$ cat src/hdl/emad_pkg.sv
/*
 * Constants for the extended memory address decoder: address range
 * bounds, window granularity, request sources and routing targets.
 * Assumes 32-bit host addresses and 1 MB granular configuration values.
 */
package emad_pkg;
    // =========================================================
    // Widths
    // =========================================================
    localparam int ADDR_W  = 32;
    localparam int WIDE_W  = 33;   // Address plus carry for 4 GB compares
    localparam int MB_W    = 12;   // Window fields give A[31:20]
    localparam int TOM_W   = 13;   // Top of memory in MB, up to 4096
    localparam int LOW_W   = 20;   // Bits below 1 MB granularity

    // =========================================================
    // Fixed ranges
    // =========================================================
    localparam logic [ADDR_W-1:0] EXT_BASE   = 32'h0010_0000;
    localparam logic [ADDR_W-1:0] HOLE_LO    = 32'h00f0_0000;
    localparam logic [ADDR_W-1:0] HOLE_HI    = 32'h00ff_ffff;
    localparam logic [ADDR_W-1:0] VGA_BASE   = 32'h000a_0000;
    localparam logic [ADDR_W-1:0] HIGH_SMRAM_SEGMENT_MASK  = 32'h0001_ffff;
    localparam logic [ADDR_W-1:0] IOAPIC_LO  = 32'hfec0_0000;
    localparam logic [ADDR_W-1:0] IOAPIC_HI  = 32'hfecf_ffff;
    localparam logic [ADDR_W-1:0] MID_LO     = 32'hfed0_0000;
    localparam logic [ADDR_W-1:0] MID_HI     = 32'hffdf_ffff;
    localparam logic [ADDR_W-1:0] BIOS_LO    = 32'hffe0_0000;
    localparam logic [ADDR_W-1:0] BIOS_HI    = 32'hffff_ffff;
    localparam logic [ADDR_W-1:0] IMPEDANCE_COMPENSATION_MASK = 32'h0000_0fff;

    // =========================================================
    // Granularity and sizes
    // =========================================================
    localparam logic [LOW_W-1:0]  BASE_LOW   = 20'h0_0000;
    localparam logic [LOW_W-1:0]  LIMIT_LOW  = 20'hf_ffff;
    localparam logic [TOM_W-1:0]  TOM_MAX    = 13'h1000; // 4 GB in MB
    localparam logic [WIDE_W-1:0] TOP_SMRAM_SEGMENT_MIN   = 33'h0_0002_0000;

    // =========================================================
    // Request sources
    // =========================================================
    localparam logic [1:0] SRC_CPU = 2'h0;
    localparam logic [1:0] SRC_AGP = 2'h1;
    localparam logic [1:0] SRC_HUB = 2'h2;

    // =========================================================
    // Routing targets
    // =========================================================
    localparam logic [2:0] TGT_DRAM  = 3'h0;
    localparam logic [2:0] TGT_HUB   = 3'h1;
    localparam logic [2:0] TGT_AGP   = 3'h2;
    localparam logic [2:0] TGT_ABORT = 3'h3;
    localparam logic [2:0] TGT_MMIO  = 3'h4;
endpackage

$ cat src/hdl/emad_agp_window.sv
/*
 * One AGP base/limit window compare at 1 MB granularity.
 * Assumes base and limit come from configuration logic on the same clock.
 */
`timescale 1ns/1ns
`default_nettype none
module emad_agp_window
    import emad_pkg::*;
(
    // Window fields
    input  wire logic [MB_W-1:0]   i_base,
    input  wire logic [MB_W-1:0]   i_limit,
    // Address under test
    input  wire logic [ADDR_W-1:0] i_addr,
    // Result
    output logic                   o_hit
);
    // =========================================================
    // Compare
    // =========================================================
    logic [ADDR_W-1:0] lo;
    logic [ADDR_W-1:0] hi;

    // Base pads with zeros, limit with ones
    assign lo    = {i_base, BASE_LOW};                 // RULE16
    assign hi    = {i_limit, LIMIT_LOW};               // RULE16
    assign o_hit = (i_addr >= lo) && (i_addr <= hi);   // RULE17
endmodule
`default_nettype wire

$ cat src/hdl/emad_decoder.sv
/*
 * Extended memory address decoder: routes each host memory cycle from
 * 1 MB to 4 GB to DRAM, the south hub link, AGP, internal MMIO or abort.
 * Assumes one request per valid cycle from same-clock logic and that all
 * configuration inputs are static while requests flow.
 */
// Operation
// [RULE1] From 1 MB up to top of main memory go to DRAM.
// [RULE2] With hole enabled, 15 MB to 16 MB goes to the hub link.
// [RULE3] DRAM under an open hole is not relocated and unreachable.
// [RULE4] No APIC relocation, no DRAM restriction, decode capped at 4 GB.
// [RULE5] SMM processor access to high segment reaches DRAM at A0000h.
// [RULE6] Non-SMM high segment access aborts, write-backs still redirected.
// [RULE7] DRAM at the high segment's own addresses is never reached.
// [RULE8] Top segment up to 1 MB below top; SMM reaches same address.
// [RULE9] Non-SMM top segment access aborts, write-backs go to DRAM.
// [RULE10] AGP or hub link cycles never reach enabled SMRAM.
// [RULE11] Size field sets extent; other SMRAM accesses go to hub.
// [RULE12] Top of memory to 4 GB goes to hub, except compensation window.
// [RULE13] I/O interrupt controller range goes to hub, never AGP.
// [RULE14] Range between interrupt space and high BIOS goes to hub.
// [RULE15] Top 2 MB goes to hub for boot fetches.
// [RULE16] Window fields give A[31:20]; base low zeros, limit low ones.
// [RULE17] Address within either AGP window is claimed for AGP.
// [RULE18] AGP windows decode only with memory access enable set.
// [RULE19] Software keeps all ranges distinct; overlaps route undefined.
// [RULE20] Order: SMRAM, hole, DRAM, compensation, AGP, default hub; the code checks the fixed hub ranges before AGP.
`timescale 1ns/1ns
`default_nettype none
module emad_decoder
    import emad_pkg::*;
#(
    parameter logic [ADDR_W-1:0] P_HIGH_SMRAM_SEGMENT_BASE  = 32'hfed0_0000,
    parameter logic [ADDR_W-1:0] P_IMPEDANCE_COMPENSATION_BASE = 32'hfe00_0000
)(
    // Clock and reset
    input  wire logic              i_clk_sys,
    input  wire logic              i_resetn,
    // Request from host side
    input  wire logic              i_req_valid,
    input  wire logic [ADDR_W-1:0] i_req_addr,
    input  wire logic [1:0]        i_req_src,
    input  wire logic              i_req_smm,
    input  wire logic              i_req_wb,
    // Configuration
    input  wire logic [TOM_W-1:0]  i_top_of_main_memory,
    input  wire logic              i_fixed_hole_control,
    input  wire logic              i_high_smram_segment_en,
    input  wire logic              i_top_smram_segment_en,
    input  wire logic [1:0]        i_smram_size_field,
    input  wire logic [MB_W-1:0]   i_agp_window_base,
    input  wire logic [MB_W-1:0]   i_agp_window_limit,
    input  wire logic [MB_W-1:0]   i_agp_prefetch_window_base,
    input  wire logic [MB_W-1:0]   i_agp_prefetch_window_limit,
    input  wire logic              i_agp_mem_enable,
    // Routing result
    output logic                   o_rsp_valid,
    output logic [2:0]             o_rsp_target,
    output logic [ADDR_W-1:0]      o_rsp_addr
);
    // =========================================================
    // Helpers
    // =========================================================
    // Inclusive range test on a 32-bit address
    function automatic logic in_range(input logic [ADDR_W-1:0] a,
                                      input logic [ADDR_W-1:0] lo,
                                      input logic [ADDR_W-1:0] hi);
        in_range = (a >= lo) && (a <= hi);
    endfunction

    // Half-open test in 33 bits so 4 GB is a valid upper bound
    function automatic logic below(input logic [WIDE_W-1:0] a,
                                   input logic [WIDE_W-1:0] lo,
                                   input logic [WIDE_W-1:0] hi);
        below = (a >= lo) && (a < hi);
    endfunction

    // =========================================================
    // Range decode
    // =========================================================
    logic [TOM_W-1:0]  tom_mb;
    logic [WIDE_W-1:0] addr_w;
    logic [WIDE_W-1:0] tom_w;
    logic [WIDE_W-1:0] top_smram_segment_size;
    logic [WIDE_W-1:0] top_smram_segment_lo;
    logic              high_smram_segment_hit;
    logic              top_smram_segment_hit;
    logic              hole_hit;
    logic              dram_hit;
    logic              impedance_compensation_hit;
    logic              fixed_hub_hit;
    logic              agp_hit_mem;
    logic              agp_hit_pref;
    logic              agp_hit;

    // Top of memory clamps at 4 GB, no APIC carve-out
    assign tom_mb    = (i_top_of_main_memory > TOM_MAX) ? TOM_MAX
                     : i_top_of_main_memory;                   // RULE4
    assign addr_w    = {1'b0, i_req_addr};
    assign tom_w     = {tom_mb, BASE_LOW};
    // Top segment size 128 KB times 2^field, at most 1 MB
    assign top_smram_segment_size = TOP_SMRAM_SEGMENT_MIN << i_smram_size_field;         // RULE11
    assign top_smram_segment_lo   = tom_w - top_smram_segment_size;                      // RULE8

    assign high_smram_segment_hit  = i_high_smram_segment_en
                     && in_range(i_req_addr, P_HIGH_SMRAM_SEGMENT_BASE,
                                 P_HIGH_SMRAM_SEGMENT_BASE | HIGH_SMRAM_SEGMENT_MASK);
    assign top_smram_segment_hit  = i_top_smram_segment_en
                     && (tom_w >= top_smram_segment_size)
                     && below(addr_w, top_smram_segment_lo, tom_w);
    assign hole_hit  = i_fixed_hole_control
                     && in_range(i_req_addr, HOLE_LO, HOLE_HI); // RULE2
    assign dram_hit  = below(addr_w, {1'b0, EXT_BASE}, tom_w);  // RULE1
    assign impedance_compensation_hit = in_range(i_req_addr, P_IMPEDANCE_COMPENSATION_BASE,
                                P_IMPEDANCE_COMPENSATION_BASE | IMPEDANCE_COMPENSATION_MASK);
    // Interrupt controller, middle and BIOS ranges go to hub unless SMRAM, DRAM or compensation hit first
    assign fixed_hub_hit = in_range(i_req_addr, IOAPIC_LO, IOAPIC_HI)
                         || in_range(i_req_addr, MID_LO, MID_HI)     // RULE14
                         || in_range(i_req_addr, BIOS_LO, BIOS_HI);  // RULE15

    // Ordinary AGP window
    emad_agp_window u_win_mem (
        .i_base  (i_agp_window_base),
        .i_limit (i_agp_window_limit),
        .i_addr  (i_req_addr),
        .o_hit   (agp_hit_mem)
    );

    // Prefetchable AGP window
    emad_agp_window u_win_pref (
        .i_base  (i_agp_prefetch_window_base),
        .i_limit (i_agp_prefetch_window_limit),
        .i_addr  (i_req_addr),
        .o_hit   (agp_hit_pref)
    );

    // Windows gated by the command register enable
    assign agp_hit = i_agp_mem_enable
                   && (agp_hit_mem || agp_hit_pref);           // RULE18

    // =========================================================
    // Routing decision
    // =========================================================
    logic              next_rsp_valid;
    logic [2:0]        next_rsp_target;
    logic [ADDR_W-1:0] next_rsp_addr;

    // Priority chain, first match wins
    always_comb begin
        next_rsp_valid  = i_req_valid;
        next_rsp_target = TGT_HUB;
        next_rsp_addr   = i_req_addr;
        if (high_smram_segment_hit || top_smram_segment_hit) begin                        // RULE20
            if (i_req_src != SRC_CPU) begin
                next_rsp_target = TGT_HUB;                     // RULE10
            end else if (i_req_smm || i_req_wb) begin
                next_rsp_target = TGT_DRAM;                    // RULE9
                if (high_smram_segment_hit) begin
                    // Fold onto legacy video range
                    next_rsp_addr = VGA_BASE
                                  | (i_req_addr & HIGH_SMRAM_SEGMENT_MASK);  // RULE5 RULE7
                end
            end else begin
                next_rsp_target = TGT_ABORT;                   // RULE6
            end
        end else if (hole_hit) begin
            next_rsp_target = TGT_HUB;                         // RULE3
        end else if (dram_hit) begin
            next_rsp_target = TGT_DRAM;                        // RULE1
        end else if (impedance_compensation_hit) begin
            next_rsp_target = TGT_MMIO;                        // RULE12
        end else if (fixed_hub_hit) begin
            next_rsp_target = TGT_HUB;                         // RULE13
        end else if (agp_hit) begin
            next_rsp_target = TGT_AGP;                         // RULE17
        end else begin
            next_rsp_target = TGT_HUB;                         // RULE12
        end
    end

    // Result registers
    always_ff @(posedge i_clk_sys) begin
        if (!i_resetn) begin
            o_rsp_valid  <= 1'b0;
            o_rsp_target <= TGT_HUB;
            o_rsp_addr   <= '0;
        end else begin
            o_rsp_valid  <= next_rsp_valid;
            o_rsp_target <= next_rsp_target;
            o_rsp_addr   <= next_rsp_addr;
        end
    end
endmodule
`default_nettype wire

$ cat config.mk
export PLATFORM = sky130hd
export DESIGN_NAME = emad_decoder
export DESIGN_NICKNAME = d
export VERILOG_FILES = /design/src/hdl/emad_pkg.sv /design/src/hdl/emad_agp_window.sv /design/src/hdl/emad_decoder.sv
export SDC_FILE = /design/constraint.sdc
export NUM_CORES = 1
export LEC_CHECK = 0
export BUFFER_PORTS_ARGS = -buffer_cell sky130_fd_sc_hd__clkbuf_2
export CAP_MARGIN = 20
export CORE_ASPECT_RATIO = 1.4
export CORE_UTILIZATION = 50
export DETAILED_ROUTE_END_ITERATION = 10
export GPL_ROUTABILITY_DRIVEN = 0
export PLACE_DENSITY = 0.82
export SLEW_MARGIN = 10
export SYNTH_ARGS = -nofsm -noshare
export SYNTH_HDL_FRONTEND = slang
export SYNTH_SLANG_ARGS = --single-unit
export TNS_END_PERCENT = 100
$ cat constraint.sdc
create_clock -name i_clk_sys -period 6.4 [get_ports i_clk_sys]
set_clock_uncertainty 0.05 [all_clocks]
set_input_delay 1.6 -clock i_clk_sys [delete_from_list [all_inputs] [get_ports i_clk_sys]]
set_output_delay 1.6 -clock i_clk_sys [all_outputs]
set_load 0.02 [all_outputs]
# Word-level counts from Yosys, hierarchy flattened
# Cells that the tools add are included.
[word_totals]
mem_bits_rw = 0
regBits = 36
inputBits = 106
mem_count = 0
out_inout_bits = 36
latch_bits = 0
rom_bits = 0
[op_classes]
mul = 0
magnitude_cmp = 20
addsub = 1
mux = 13
bitwise = 0
n_div = 0
reduce_logical = 21
shifts = 1
n_eq_ne = 0
[op_table]
columns = ["cell", "count"]
rows = [
  ["32-bit less-or-equal comparator (second input constant)", 5],
  ["32-bit greater-or-equal comparator (second input constant)", 4],
  ["32-bit 2-to-1 mux", 4],
  ["32-bit greater-or-equal comparator", 2],
  ["32-bit less-or-equal comparator", 2],
  ["32-bit by 33-bit greater-or-equal comparator with 1-bit output", 1],
  ["33-bit greater-or-equal comparator", 1],
  ["32-bit by 33-bit less-than comparator with 1-bit output", 1],
  ["18-bit by 2-bit << shifter with 33-bit output (first input constant)", 1],
  ["33-bit subtractor", 1],
  ["32-bit by 21-bit greater-or-equal comparator with 1-bit output (second input constant)", 1],
  ["32-bit by 24-bit greater-or-equal comparator with 1-bit output (second input constant)", 1],
  ["32-bit by 24-bit less-or-equal comparator with 1-bit output (second input constant)", 1],
  ["1-bit logical AND", 15],
  ["13-bit > comparator (second input constant)", 1],
  ["13-bit 2-to-1 mux", 1],
  ["3-bit 2-to-1 mux", 4],
  ["2-bit 2-to-1 mux", 4],
  ["1-bit logical OR", 5],
  ["2-bit nonzero test", 1],
]

# Logic depth before layout (Yosys ltp)
# Gate-level depths: netlist of run 1.
[depth]
depth_word = 10
mapped_depth = 17

# Hierarchy
# A second synthesis of run 1 with hierarchy kept.
[hier_totals]
hier_cells = 451
hier_area_um2 = 3570.9
[modules_own_cells]
columns = ["mod", "instances", "area_per_inst_um2", "cells_each"]
rows = [
  ["emad_decoder", 1, 2214.6, 253],
  ["emad_agp_window", 2, 678.2, 99],
]

# Worst setup path after synthesis of run 1
# Ideal clock, no wire load.
[synth_timing]
kind = "input to register"
start = "in i_top_of_main_memory[12]"
end = "reg o_rsp_target[0]"
setup_slack_ns = 1.455
t_arrival_ns = 4.763
path_buffers = 2
cell_stages = 16
path_cell_list = "clkbuf_1 -> nor2b_1 -> ha_1 -> a31oi_1 -> and4_1 -> clkbuf_1 -> o21ai_0 -> nor2_1 -> o22a_1 -> ha_1 -> a2111oi_0 -> o21a_1 -> a31oi_1 -> a31oi_1 -> mux2i_1 -> a31oi_1"
[synth_via]
elab_chain_cells = 8
[synth_lines]
columns = ["item", "line", "text"]
rows = [
  ["start, declared", "emad_decoder.sv:46", "input wire logic [TOM_W-1:0] i_top_of_main_memory,"],
  ["13-bit > comparator", "emad_decoder.sv:97", "assign tom_mb = (i_top_of_main_memory > TOM_MAX) ? TOM_MAX"],
  ["13-bit 2-to-1 mux (*)", "emad_decoder.sv:97", ""],
  ["33-bit subtractor", "emad_decoder.sv:103", "assign top_smram_segment_lo = tom_w - top_smram_segment_size;"],
  ["32-bit by 33-bit greater-or-equal comparator with 1-bit output", "emad_decoder.sv:75", "below = (a >= lo) && (a < hi);"],
  ["1-bit logical AND", "emad_decoder.sv:75", ""],
  ["1-bit logical AND", "emad_decoder.sv:110", "&& below(addr_w, top_smram_segment_lo, tom_w);"],
  ["1-bit logical OR", "emad_decoder.sv:153", "if (high_smram_segment_hit || top_smram_segment_hit) begin"],
  ["3-bit 2-to-1 mux (*)", "emad_decoder.sv:153", ""],
  ["end signal, assigned", "emad_decoder.sv:189", "o_rsp_target <= next_rsp_target;"],
  ["end, declared", "emad_decoder.sv:58", "output logic [2:0] o_rsp_target,"],
]
# Mark *: on every way between the ends. The rest lies on a longest branch, timed or not.
# A chain may end at the register's enable or synchronous reset.

# Worst setup path after layout of run 1
[layout_timing]
start = "in i_smram_size_field[1]"
end = "reg o_rsp_target[0]"
[layout_via]
elab_chain_cells = 7
[layout_lines]
columns = ["item", "line", "text"]
rows = [
  ["start, declared", "emad_decoder.sv:50", "input wire logic [1:0] i_smram_size_field,"],
  ["18-bit by 2-bit << shifter with 33-bit output (*)", "emad_decoder.sv:102", "assign top_smram_segment_size = TOP_SMRAM_SEGMENT_MIN << i_smram_size_field;"],
  ["33-bit subtractor", "emad_decoder.sv:103", ""],
  ["32-bit by 33-bit greater-or-equal comparator with 1-bit output", "emad_decoder.sv:75", ""],
  ["1-bit logical AND", "emad_decoder.sv:75", ""],
  ["1-bit logical AND (*)", "emad_decoder.sv:110", ""],
  ["1-bit logical OR (*)", "emad_decoder.sv:153", ""],
  ["3-bit 2-to-1 mux (*)", "emad_decoder.sv:153", ""],
]
# Marked as above.

==> qor.yml, run 1 <==
yosys:
  syn-cell-area_sq_um: 3490
  synthFlopType: "dfxtp_1"
  synth_cell_type_count: 54
  synthCells: 436
  syn_avg_cell_area_sq_um: 8.00
  yosysWarnings: 0
  async_flop_share_pct: 0
  synth-edff-count: 0
  synth-seq-area-share_pct: 20.7
  syn_nets: 621
  synth-seq-cells: 36
setup_path:
  crit_top_cell: "a31oi_1"
  crit_slowest_cell: "a2111oi_0"
  crit_path_start_kind: "primary input"
  path_cells: "clkbuf_2, ha_1, inv_1, ha_1, a31oi_1, and4_1, o21ai_0, nor2_1, o22a_1, ha_1, a2111oi_0, o21a_1, a31oi_1, a31oi_1, mux2i_1, a31oi_1"
  max_stage_delay_ns: 0.50
  path_buf_inv: 2
  worst_ep_required_time_ns: 6.50
  cp_top_family: "compound AO/OA/AOI/OAI gates"
  crit_path_end_kind: "flop"
  worstPathMaxFanout: 9
  worst_ep_arrival_time_ns: 5.38
  crit_type: "primary input to flop"
hold_path:
  min_to: "o_rsp_valid"
  hold_start: "i_req_valid"
  worstHoldPathType: "primary input to flop"
  holdPathStages: 2
routing:
  route.detailed.drc: 0
  via_per_inst: 5.62
  routed_wl_um: 9800
  wl_per_cell_um: 14.6
  vias: 3766
  drtIter0Drc: 131
  ant_nets: 0
  dr.pass1.iters: 4
die:
  ios: 142
  die_h_um: 101
  die_w_um: 72.6
  start_util_pct: 52.4
  dieArea_sq_um: 7320
  row_count: 35
  core_area_sq_um: 6660
cts:
  cts_sinks: 36
  post_cts_resize_count: 0
  htree_num_levels: 2
  clock_path_buffers: 2
  cts_setup_buffers: 0
  cts_tree: "yes"
  clk_pin_slew_ns: 0.07
  cts_hold_buf: 0
  root_buffer: "clkbuf_8"
  cts_buffers: 5
cells_and_area:
  n_fill_cell: 594
  final_layout_size_suffix_gt1_share_pct: 27.0
  area_growth_pct: 25.1
  layout.cells.non_filler: 670
  mostFrequentLayoutCell: "clkbuf_2"
  multi_input_area_sq_um: 2540
  final_cell_mix: "clkbuf_2, ha_1, inv_1, dfxtp_1, and2_1"
  seqCellArea_sq_um: 721
  utilization_pct: 65.6
  fin_nets: 763
  antenna_cells: 0
pwr:
  p_sw_share_pct: 34.2
  power_frac_comb_pct: 39.5
  internal_power_uw: 417
  seq_power_share_pct: 37.7
  power_uw: 634
  p_sw_uw: 217
  power.share.clock_pct: 22.8
  cellPowerDensity_nw_per_um2: 145
  leakagePower_uw: 0.00237
  ir_drop_mv: 0.125
global_routing:
  grt_pass1_vias: 3558
  track_usage_pct: 27.4
  grt_max_degree: 29
  antenna_found_initial: 0
  overflow: 0
  grt_pass1_wl_um: 15500
run:
  drv_cap: 0
sta:
  worstMarginPinSlew_ns: 0.922
  fmax_mhz: 189
  fin_crit_sh_pct: 82.6
  finalHoldViolCount: 0
  relSlewSlack_pct: 37.9
  rsz0062_at_grt: "no"
  finalCriticalPeriod_ns: 5.29
  drv_slew: 0
  tns_ns: 0
  finalSetupViolCount: 0
placed_design:
  io_buffer_count: 141
  dpl.cell_count: 663
  dp_hpwl_um: 8030
status:
  status: "finished clean"
[power groups by stage]
stage / Sequential, uW / Clock (uW) / Combinational, uW
final: 239 / 144 / 250
after global routing: 240 / 159 / 281
after CTS: 239 / 147 / 248
after detailed placement: 244 / 0 / 247
after global placement: 244 / 0 / 235
after floorplan: 261 / 0 / 134
[cells by family after synthesis]
family | Yosys count | share of synthesized area [%]
flops | 36 | 20.7
fa+ha+maj | 79 | 28.3
mux | 1 | 0.287
compound gates | 100 | 19.5
xor+xnor | 5 | 1.26
simple gates | 153 | 23.3
buf+inv | 62 | 6.67
[metal layers]
layer  track usage [%]  vias to the layer above  part of all wire (%)
met4              15.2                        0                   4.8
li1                  -                     1852                     -
met2              49.9                      138                    52
met3              4.40                       43                   5.3
met1              29.5                     1733                    38
met5                 0                        -                     0
[cells in the mapped netlist (all sizes together) (2+ instances only)]
cell | number | share of area [%]
or3b | 2 | 0.50
nor2 | 25 | 2.7
nor2b | 5 | 0.90
clkbuf | 6 | 0.65
or3 | 2 | 0.36
and2 | 32 | 5.8
o31ai | 3 | 1.0
nand2b | 4 | 0.72
xnor2 | 3 | 0.75
o211ai | 3 | 0.79
dfxtp | 36 | 21
o21a | 8 | 1.7
ha | 79 | 28
o31a | 2 | 0.54
a21oi | 27 | 3.9
nor4 | 11 | 2.0
inv | 56 | 6.0
xor2 | 2 | 0.50
and3 | 4 | 0.75
nand3 | 13 | 1.9
a2111oi | 4 | 1.0
a31oi | 9 | 1.6
nand4 | 13 | 2.3
a211oi | 2 | 0.43
nor3 | 9 | 1.3
nand2 | 29 | 3.1
o21ai | 18 | 2.6
a21o | 10 | 2.2
[worst max path at each step]
stage | start | end | depth (start not counted)
3_5_place_dp | i_smram_size_field[1] | o_rsp_target[0] | 16
6_report | i_smram_size_field[1] | o_rsp_target[0] | 16
3_3_place_gp | i_smram_size_field[1] | o_rsp_target[0] | 16
5_1_grt | i_smram_size_field[1] | o_rsp_target[0] | 16
4_1_cts | i_smram_size_field[1] | o_rsp_target[0] | 16
2_1_floorplan | i_top_of_main_memory[12] | o_rsp_target[0] | 16
[sequential cells by signal (all words and copies together) (netlist names)]
name / cells
o_rsp_addr: 32
o_rsp_target: 3
o_rsp_valid: 1
[metrics by stage]
stage               instance area [sq um]  hold WS [ns]  worst slack, ns
global placement                     4290          1.75             1.22
floorplan                            3490          1.67             1.45
CTS                                  4370          1.48             1.22
finish                               4370          1.49             1.11
global route                         4370          1.49            0.754
detailed placement                   4290          1.78            0.956
[cell type report]
| type | count | share of cell area [%] |
|---|---|---|
| multi-input cells | 338 | 58.1 |
| repair buffers | 141 | 16.2 |
| clock buffers | 6 | 1.66 |
| well taps | 92 | 2.64 |
| flip-flops and latches | 36 | 16.5 |
| clock inverters | 1 | 0.115 |
| inverters | 56 | 4.82 |
Note: power is estimated with default switching activity, not from simulation.
==> run 2: changes to the inputs <==
ABC_AREA = 1   (was not set)
CORE_UTILIZATION = 51   (was 50)
clock period = 5.08 ns   (was 6.4 ns; I/O delays follow)
==> qor.yml, run 2 <==
run:
  drv_cap: 0  # unchanged
cts:
  cts_sinks: 36  # unchanged
  clock_path_buffers: 2  # unchanged
  cts_hold_buf: 0  # unchanged
  cts_tree: "yes"
  cts_setup_buffers: 0  # unchanged
  clk_pin_slew_ns: 0.07  # about the same
  cts_buffers: 5  # unchanged
  post_cts_resize_count: 0  # unchanged
  htree_num_levels: 2  # unchanged
  root_buffer: "clkbuf_8"
yosys:
  syn-cell-area_sq_um: 3890  # +12%
  synth_cell_type_count: 32  # -41%
  yosys.area.top_type: "ha_1"
  syn_avg_cell_area_sq_um: 6.31  # -21%
  synth-edff-count: 0  # unchanged
  synth-seq-area-share_pct: 18.5  # -2.1 points
  synth_area_leaders: "ha_1, dfxtp_1, nand2_1, inv_1, nor2_1"
  synthCells: 617  # +42%
  async_flop_share_pct: 0  # unchanged
  synth-seq-cells: 36  # unchanged
  yosysMostFrequentCell: "nand2_1"
  yosysWarnings: 0  # unchanged
  synth_top_area_share_pct: 25.4  # -2.9 points
  synthFlopType: "dfxtp_1"
  syn_nets: 802  # +29%
  netlist_top_cells_count: "nand2_1, inv_1, ha_1"
setup_path:
  crit_slowest_cell: "ha_1"
  crit_path_end_kind: "flop"
  max_stage_delay_ns: 0.32  # -0.18 ns
  crit_type: "primary input to flop"
  worstPathMaxFanout: 4  # -5
  path_cells: "clkbuf_2, ha_1, inv_1, ha_1, a31oi_1, o21ai_0, inv_1, nand2_1, inv_1, nand3_1, nor2_1, xor2_1, ha_1, nand2_1, inv_1, nand3_1, nor3_1, a31oi_1, nand2_1, nand3_2, nand2_2, o21ai_1, nand3_1"
  crit_path_start_kind: "primary input"
  worst_ep_arrival_time_ns: 4.21  # -1.17 ns
  worst_ep_required_time_ns: 5.18  # -1.32 ns
  crit_top_cell: "inv_1"
cells_and_area:
  fin_nets: 945  # +24%
  mostFrequentLayoutCell: "nand2_1"
  largest_reg_flops: 32  # unchanged
  final_layout_size_suffix_gt1_share_pct: 21.0  # -6.0 points
  utilization_pct: 65.4  # -0.22 points
  antenna_cells: 0  # unchanged
  final_cell_mix: "nand2_1, clkbuf_2, inv_1, ha_1, nor2_1"
  area_growth_pct: 23.6
  reg.largest.list: "o_rsp_addr: 32 flops, o_rsp_target: 3 flops, o_rsp_valid: 1 flops"
  n_fill_cell: 711  # +20%
  layout.cells.non_filler: 858  # +28%
  largest-register: "o_rsp_addr"
status:
  status: "finished clean"
die:
  ios: 142  # unchanged
  dieArea_sq_um: 7990  # +9.1%
  start_util_pct: 52.9  # +0.44 points
  die_h_um: 105  # +4.5%
  core_area_sq_um: 7360  # +11%
  row_count: 37  # +5.7%
  die_w_um: 75.8  # +4.4%
pwr:
  power_uw: 886  # +40%
  ir_drop_mv: 0.215  # +71%
  cellPowerDensity_nw_per_um2: 184  # +27%
  leakagePower_uw: 0.00309  # +30%
global_routing:
  antenna_found_initial: 0  # unchanged
  track_usage_pct: 27.6  # +0.21 points
  overflow: 0  # unchanged
  grt_pass1_wl_um: 17300  # +11%
  grt_pass1_vias: 4177  # +17%
  grt_max_degree: 35  # +21%
sta:
  finalSetupViolCount: 0  # unchanged
  finalCriticalPeriod_ns: 4.11
  rsz0062_at_grt: "no"
  relSlewSlack_pct: 55.5  # +18 points
  finalHoldViolCount: 0  # unchanged
  fmax_mhz: 243
  fin_crit_sh_pct: 80.9
  drv_slew: 0  # unchanged
  worstMarginPinSlew_ns: 0.668  # -0.255 ns
  tns_ns: 0  # unchanged
placed_design:
  dp_hpwl_um: 8760  # +9.1%
  io_buffer_count: 141  # unchanged
  dpl.cell_count: 850  # +28%
hold_path:
  worstHoldPathType: "primary input to flop"
  holdPathStages: 3  # +1
routing:
  routed_wl_um: 10500  # +7.0%
  drtIter0Drc: 259  # +98%
  wl_per_cell_um: 12.2  # -16%
  route.detailed.drc: 0  # unchanged
  via_per_inst: 5.05  # -10%
  dr.pass1.iters: 4  # unchanged
  ant_nets: 0  # unchanged
  vias: 4332  # +15%
run 2: cell types whose count changed in the layout (fill, tap and decap cells not counted), moves of 8 or more:
cell / delta
nand2_1: +135
and2_1: -26
inv_1: +80
nand3_1: +20
nor2_1: +35
o21a_1: -8
run 2: final cells by class:
cell class	instances	area [sq um]	area share, %
multi-input combinational	438	2630	54.7
sequential	36	721	15.0
timing repair buffer	141	706	14.7
inverter	138	518	10.8
tap	97	121	2.52
clock buffer	5	68.8	1.43
clock inverter	3	42.5	0.884
run 2: worst paths after layout:
path	to	slack [ns]	startpoint
worst max-delay path	o_rsp_target[0]	0.97	i_smram_size_field[1]
worst min-delay path	o_rsp_valid	1.11	i_req_valid
run 2: report_power, final:
part / internal (uW) / switching (uW) / total (uW)
clock network: 145 / 102 / 247
registers: 297 / 3.83 / 301
logic: 135 / 203 / 338
total: 577 / 309 / 886
run 2: worst max-delay path: cells and delay by family:
kind | cells | cell delay, ns
xor+xnor | 1 | 0.17
buf+inv | 5 | 0.43
compound gates | 4 | 0.63
fa+ha+maj | 3 | 0.80
simple gates | 10 | 0.92
run 2: routing by layer:
metal | wire length, um | share of wire, % | track usage (%) | vias to the layer above
met3 | 651 | 6.2 | 3.25 | 36
li1 | - | - | - | 2208
met1 | 4120 | 39 | 29.3 | 1931
met4 | 379 | 3.6 | 13.5 | 0
met5 | 0 | 0 | 0 | -
met2 | 5340 | 51 | 50.9 | 157
run 2: stage by stage:
step                      hold slack [ns]  setup slack [ns]  instance area [sq um]
final                                1.11             0.968                   4810
after global routing                 1.13             0.631                   4810
after CTS                            1.11             0.975                   4810
after detailed placement             1.41             0.676                   4700
after global placement               1.40             0.856                   4700
after floorplan                      1.31              1.17                   3890
run 2: logic make-up after synthesis:
logic type,count (synthesis),share of synthesized area [%]
AOI/OAI and AO/OA,53,7.46
xor gates and xnor gates,10,2.25
adders and majority gates,79,25.4
buffers and inverters,143,13.8
DFF,36,18.5
and+or+nand+nor,296,32.6
==> run 3: changes to the inputs <==
clock period = 4 ns   (was 5.08 ns; I/O delays follow)
==> qor.yml, run 3 (same netlist as run 2, synthesis figures left out) <==
setup_path:
  crit_top_cell: "inv_1"
  crit_cells: 21  # -8.7%
  path_cells: "clkbuf_2, ha_2, inv_1, ha_4, buf_4, inv_1, o31ai_1, nand3b_1, nand3b_1, xnor2_1, ha_1, nand2_1, inv_1, nand3_1, nor3_2, a31oi_1, nand2_1, nand3_2, nand2_2, o21ai_1, nand3_1"
  worstPathMaxFanout: 4  # unchanged
  worst_ep_required_time_ns: 4.09  # -1.09 ns
  path_buf_inv: 5  # unchanged
  crit_path_end_kind: "flop"
  cp_top_family: "simple AND/OR/NAND/NOR gates"
  crit_type: "primary input to flop"
  worst_ep_arrival_time_ns: 3.86  # -0.35 ns
  crit_path_start_kind: "primary input"
  crit_slowest_cell: "o31ai_1"
  max_stage_delay_ns: 0.33  # about the same
global_routing:
  grt_pass1_vias: 4045  # -3.2%
  grt_max_degree: 35  # unchanged
  grt_pass1_wl_um: 16800  # -2.9%
  overflow: 0  # unchanged
  track_usage_pct: 27.0  # -0.54 points
  antenna_found_initial: 0  # unchanged
die:
  ios: 142  # unchanged
  core_area_sq_um: 7360  # unchanged
  row_count: 37  # unchanged
  die_w_um: 75.8  # unchanged
  start_util_pct: 52.9  # unchanged
  dieArea_sq_um: 7990  # unchanged
  die_h_um: 105  # unchanged
hold_path:
  worstHoldPathType: "primary input to flop"
  holdPathStages: 3  # unchanged
  min_to: "o_rsp_valid"
  hold_start: "i_req_valid"
cts:
  cts_sinks: 36  # unchanged
  cts_hold_buf: 0  # unchanged
  clk_pin_slew_ns: 0.07  # about the same
  htree_num_levels: 2  # unchanged
  cts_buffers: 5  # unchanged
  clock_path_buffers: 2  # unchanged
  cts_tree: "yes"
  cts_setup_buffers: 0  # unchanged
  root_buffer: "clkbuf_8"
  post_cts_resize_count: 0  # unchanged
cells_and_area:
  largest_reg_flops: 32  # unchanged
  layout.cells.non_filler: 860  # +0.23%
  antenna_cells: 0  # unchanged
  utilization_pct: 65.8  # +0.42 points
  area_growth_pct: 24.4
  final_layout_size_suffix_gt1_share_pct: 21.6  # +0.60 points
  mostFrequentLayoutCell: "nand2_1"
  reg.largest.list: "o_rsp_addr: 32 flops, o_rsp_target: 3 flops, o_rsp_valid: 1 flops"
  fin_nets: 947  # +0.21%
  final_cell_mix: "nand2_1, clkbuf_2, inv_1, ha_1, nor2_1"
  largest-register: "o_rsp_addr"
pwr:
  internal_power_uw: 695  # +21%
  cellPowerDensity_nw_per_um2: 222  # +21%
  power_frac_comb_pct: 40.8  # +2.7 points
  power.share.clock_pct: 23.6  # -4.3 points
  ir_drop_mv: 0.171  # -20%
  seq_power_share_pct: 35.6  # +1.6 points
  p_sw_share_pct: 35.3  # +0.47 points
  leakagePower_uw: 0.00309  # about the same
  power_uw: 1080  # +21%
  p_sw_uw: 380  # +23%
sta:
  worst_slack_ns: 0.230  # -0.737 ns
  worstMarginPinSlew_ns: 0.631  # -0.0371 ns
  finalHoldViolCount: 0  # unchanged
  fmax_mhz: 265
  rsz0062_at_grt: "no"
  fin_crit_sh_pct: 94.2
  relSlewSlack_pct: 58.0  # +2.5 points
  finalSetupViolCount: 0  # unchanged
  finalCriticalPeriod_ns: 3.77
  drv_slew: 0  # unchanged
routing:
  route.detailed.drc: 0  # unchanged
  vias: 4292  # -0.92%
  via_per_inst: 4.99  # -1.2%
  drtIter0Drc: 231  # -11%
  routed_wl_um: 10400  # -0.77%
  wl_per_cell_um: 12.1  # -1.0%
  ant_nets: 0  # unchanged
  dr.pass1.iters: 6  # +2
placed_design:
  pre_cts_slack_ns: -0.104  # -0.779 ns
  dpl.cell_count: 852  # +0.24%
  dp_hpwl_um: 8600  # -1.8%
  io_buffer_count: 141  # unchanged
run:
  drv_cap: 0  # unchanged
status:
  status: "finished clean"
## run 3: power groups by stage
stage	Sequential, uW	Combinational (uW)	Clock [uW]
floorplan	416	242	0
global placement	391	408	0
detailed placement	391	429	0
CTS	383	432	261
global route	385	505	277
finish	383	439	254
## run 3: area by class of cell
| cell class | count | area (sq um) |
|---|---|---|
| Sequential cell | 36 | 721 |
| Clock buffer | 8 | 90.1 |
| Fill cell | 683 | 2520 |
| Tap cell | 97 | 121 |
| Timing Repair Buffer | 143 | 721 |
| Inverter | 138 | 518 |
| Multi-Input combinational cell | 438 | 2670 |
## run 3: how the worst max path moves through the flow
| stage | startpoint | end | slack [ns] |
|---|---|---|---|
| floorplan | i_smram_size_field[0] | o_rsp_target[1] | 0.36 |
| global placement | i_smram_size_field[1] | o_rsp_target[1] | 0.12 |
| detailed placement | i_smram_size_field[1] | o_rsp_target[0] | -0.10 |
| CTS | i_smram_size_field[1] | o_rsp_target[0] | 0.19 |
| global route | i_smram_size_field[1] | o_rsp_target[0] | 0.06 |
| finish | i_smram_size_field[1] | o_rsp_target[0] | 0.23 |
## run 3: layer usage
layer	up-vias	share of wire (%)	global-route usage, %	wire, um
li1	2215	-	-	-
met1	1896	40	29.0	4150
met2	157	51	49.4	5280
met3	24	6.3	2.96	656
met4	0	3.1	13.9	325
met5	-	0	0	0
## run 3: through the flow
| step | cell area, sq um | hold slack [ns] | TNS, ns |
|---|---|---|---|
| 6_report | 4840 | 0.851 | 0 |
| 5_1_grt | 4840 | 0.865 | 0 |
| 4_1_cts | 4800 | 0.840 | 0 |
| 3_5_place_dp | 4710 | 1.14 | -0.145 |
| 3_3_place_gp | 4710 | 1.14 | 0 |
| 2_1_floorplan | 3890 | 1.04 | 0 |
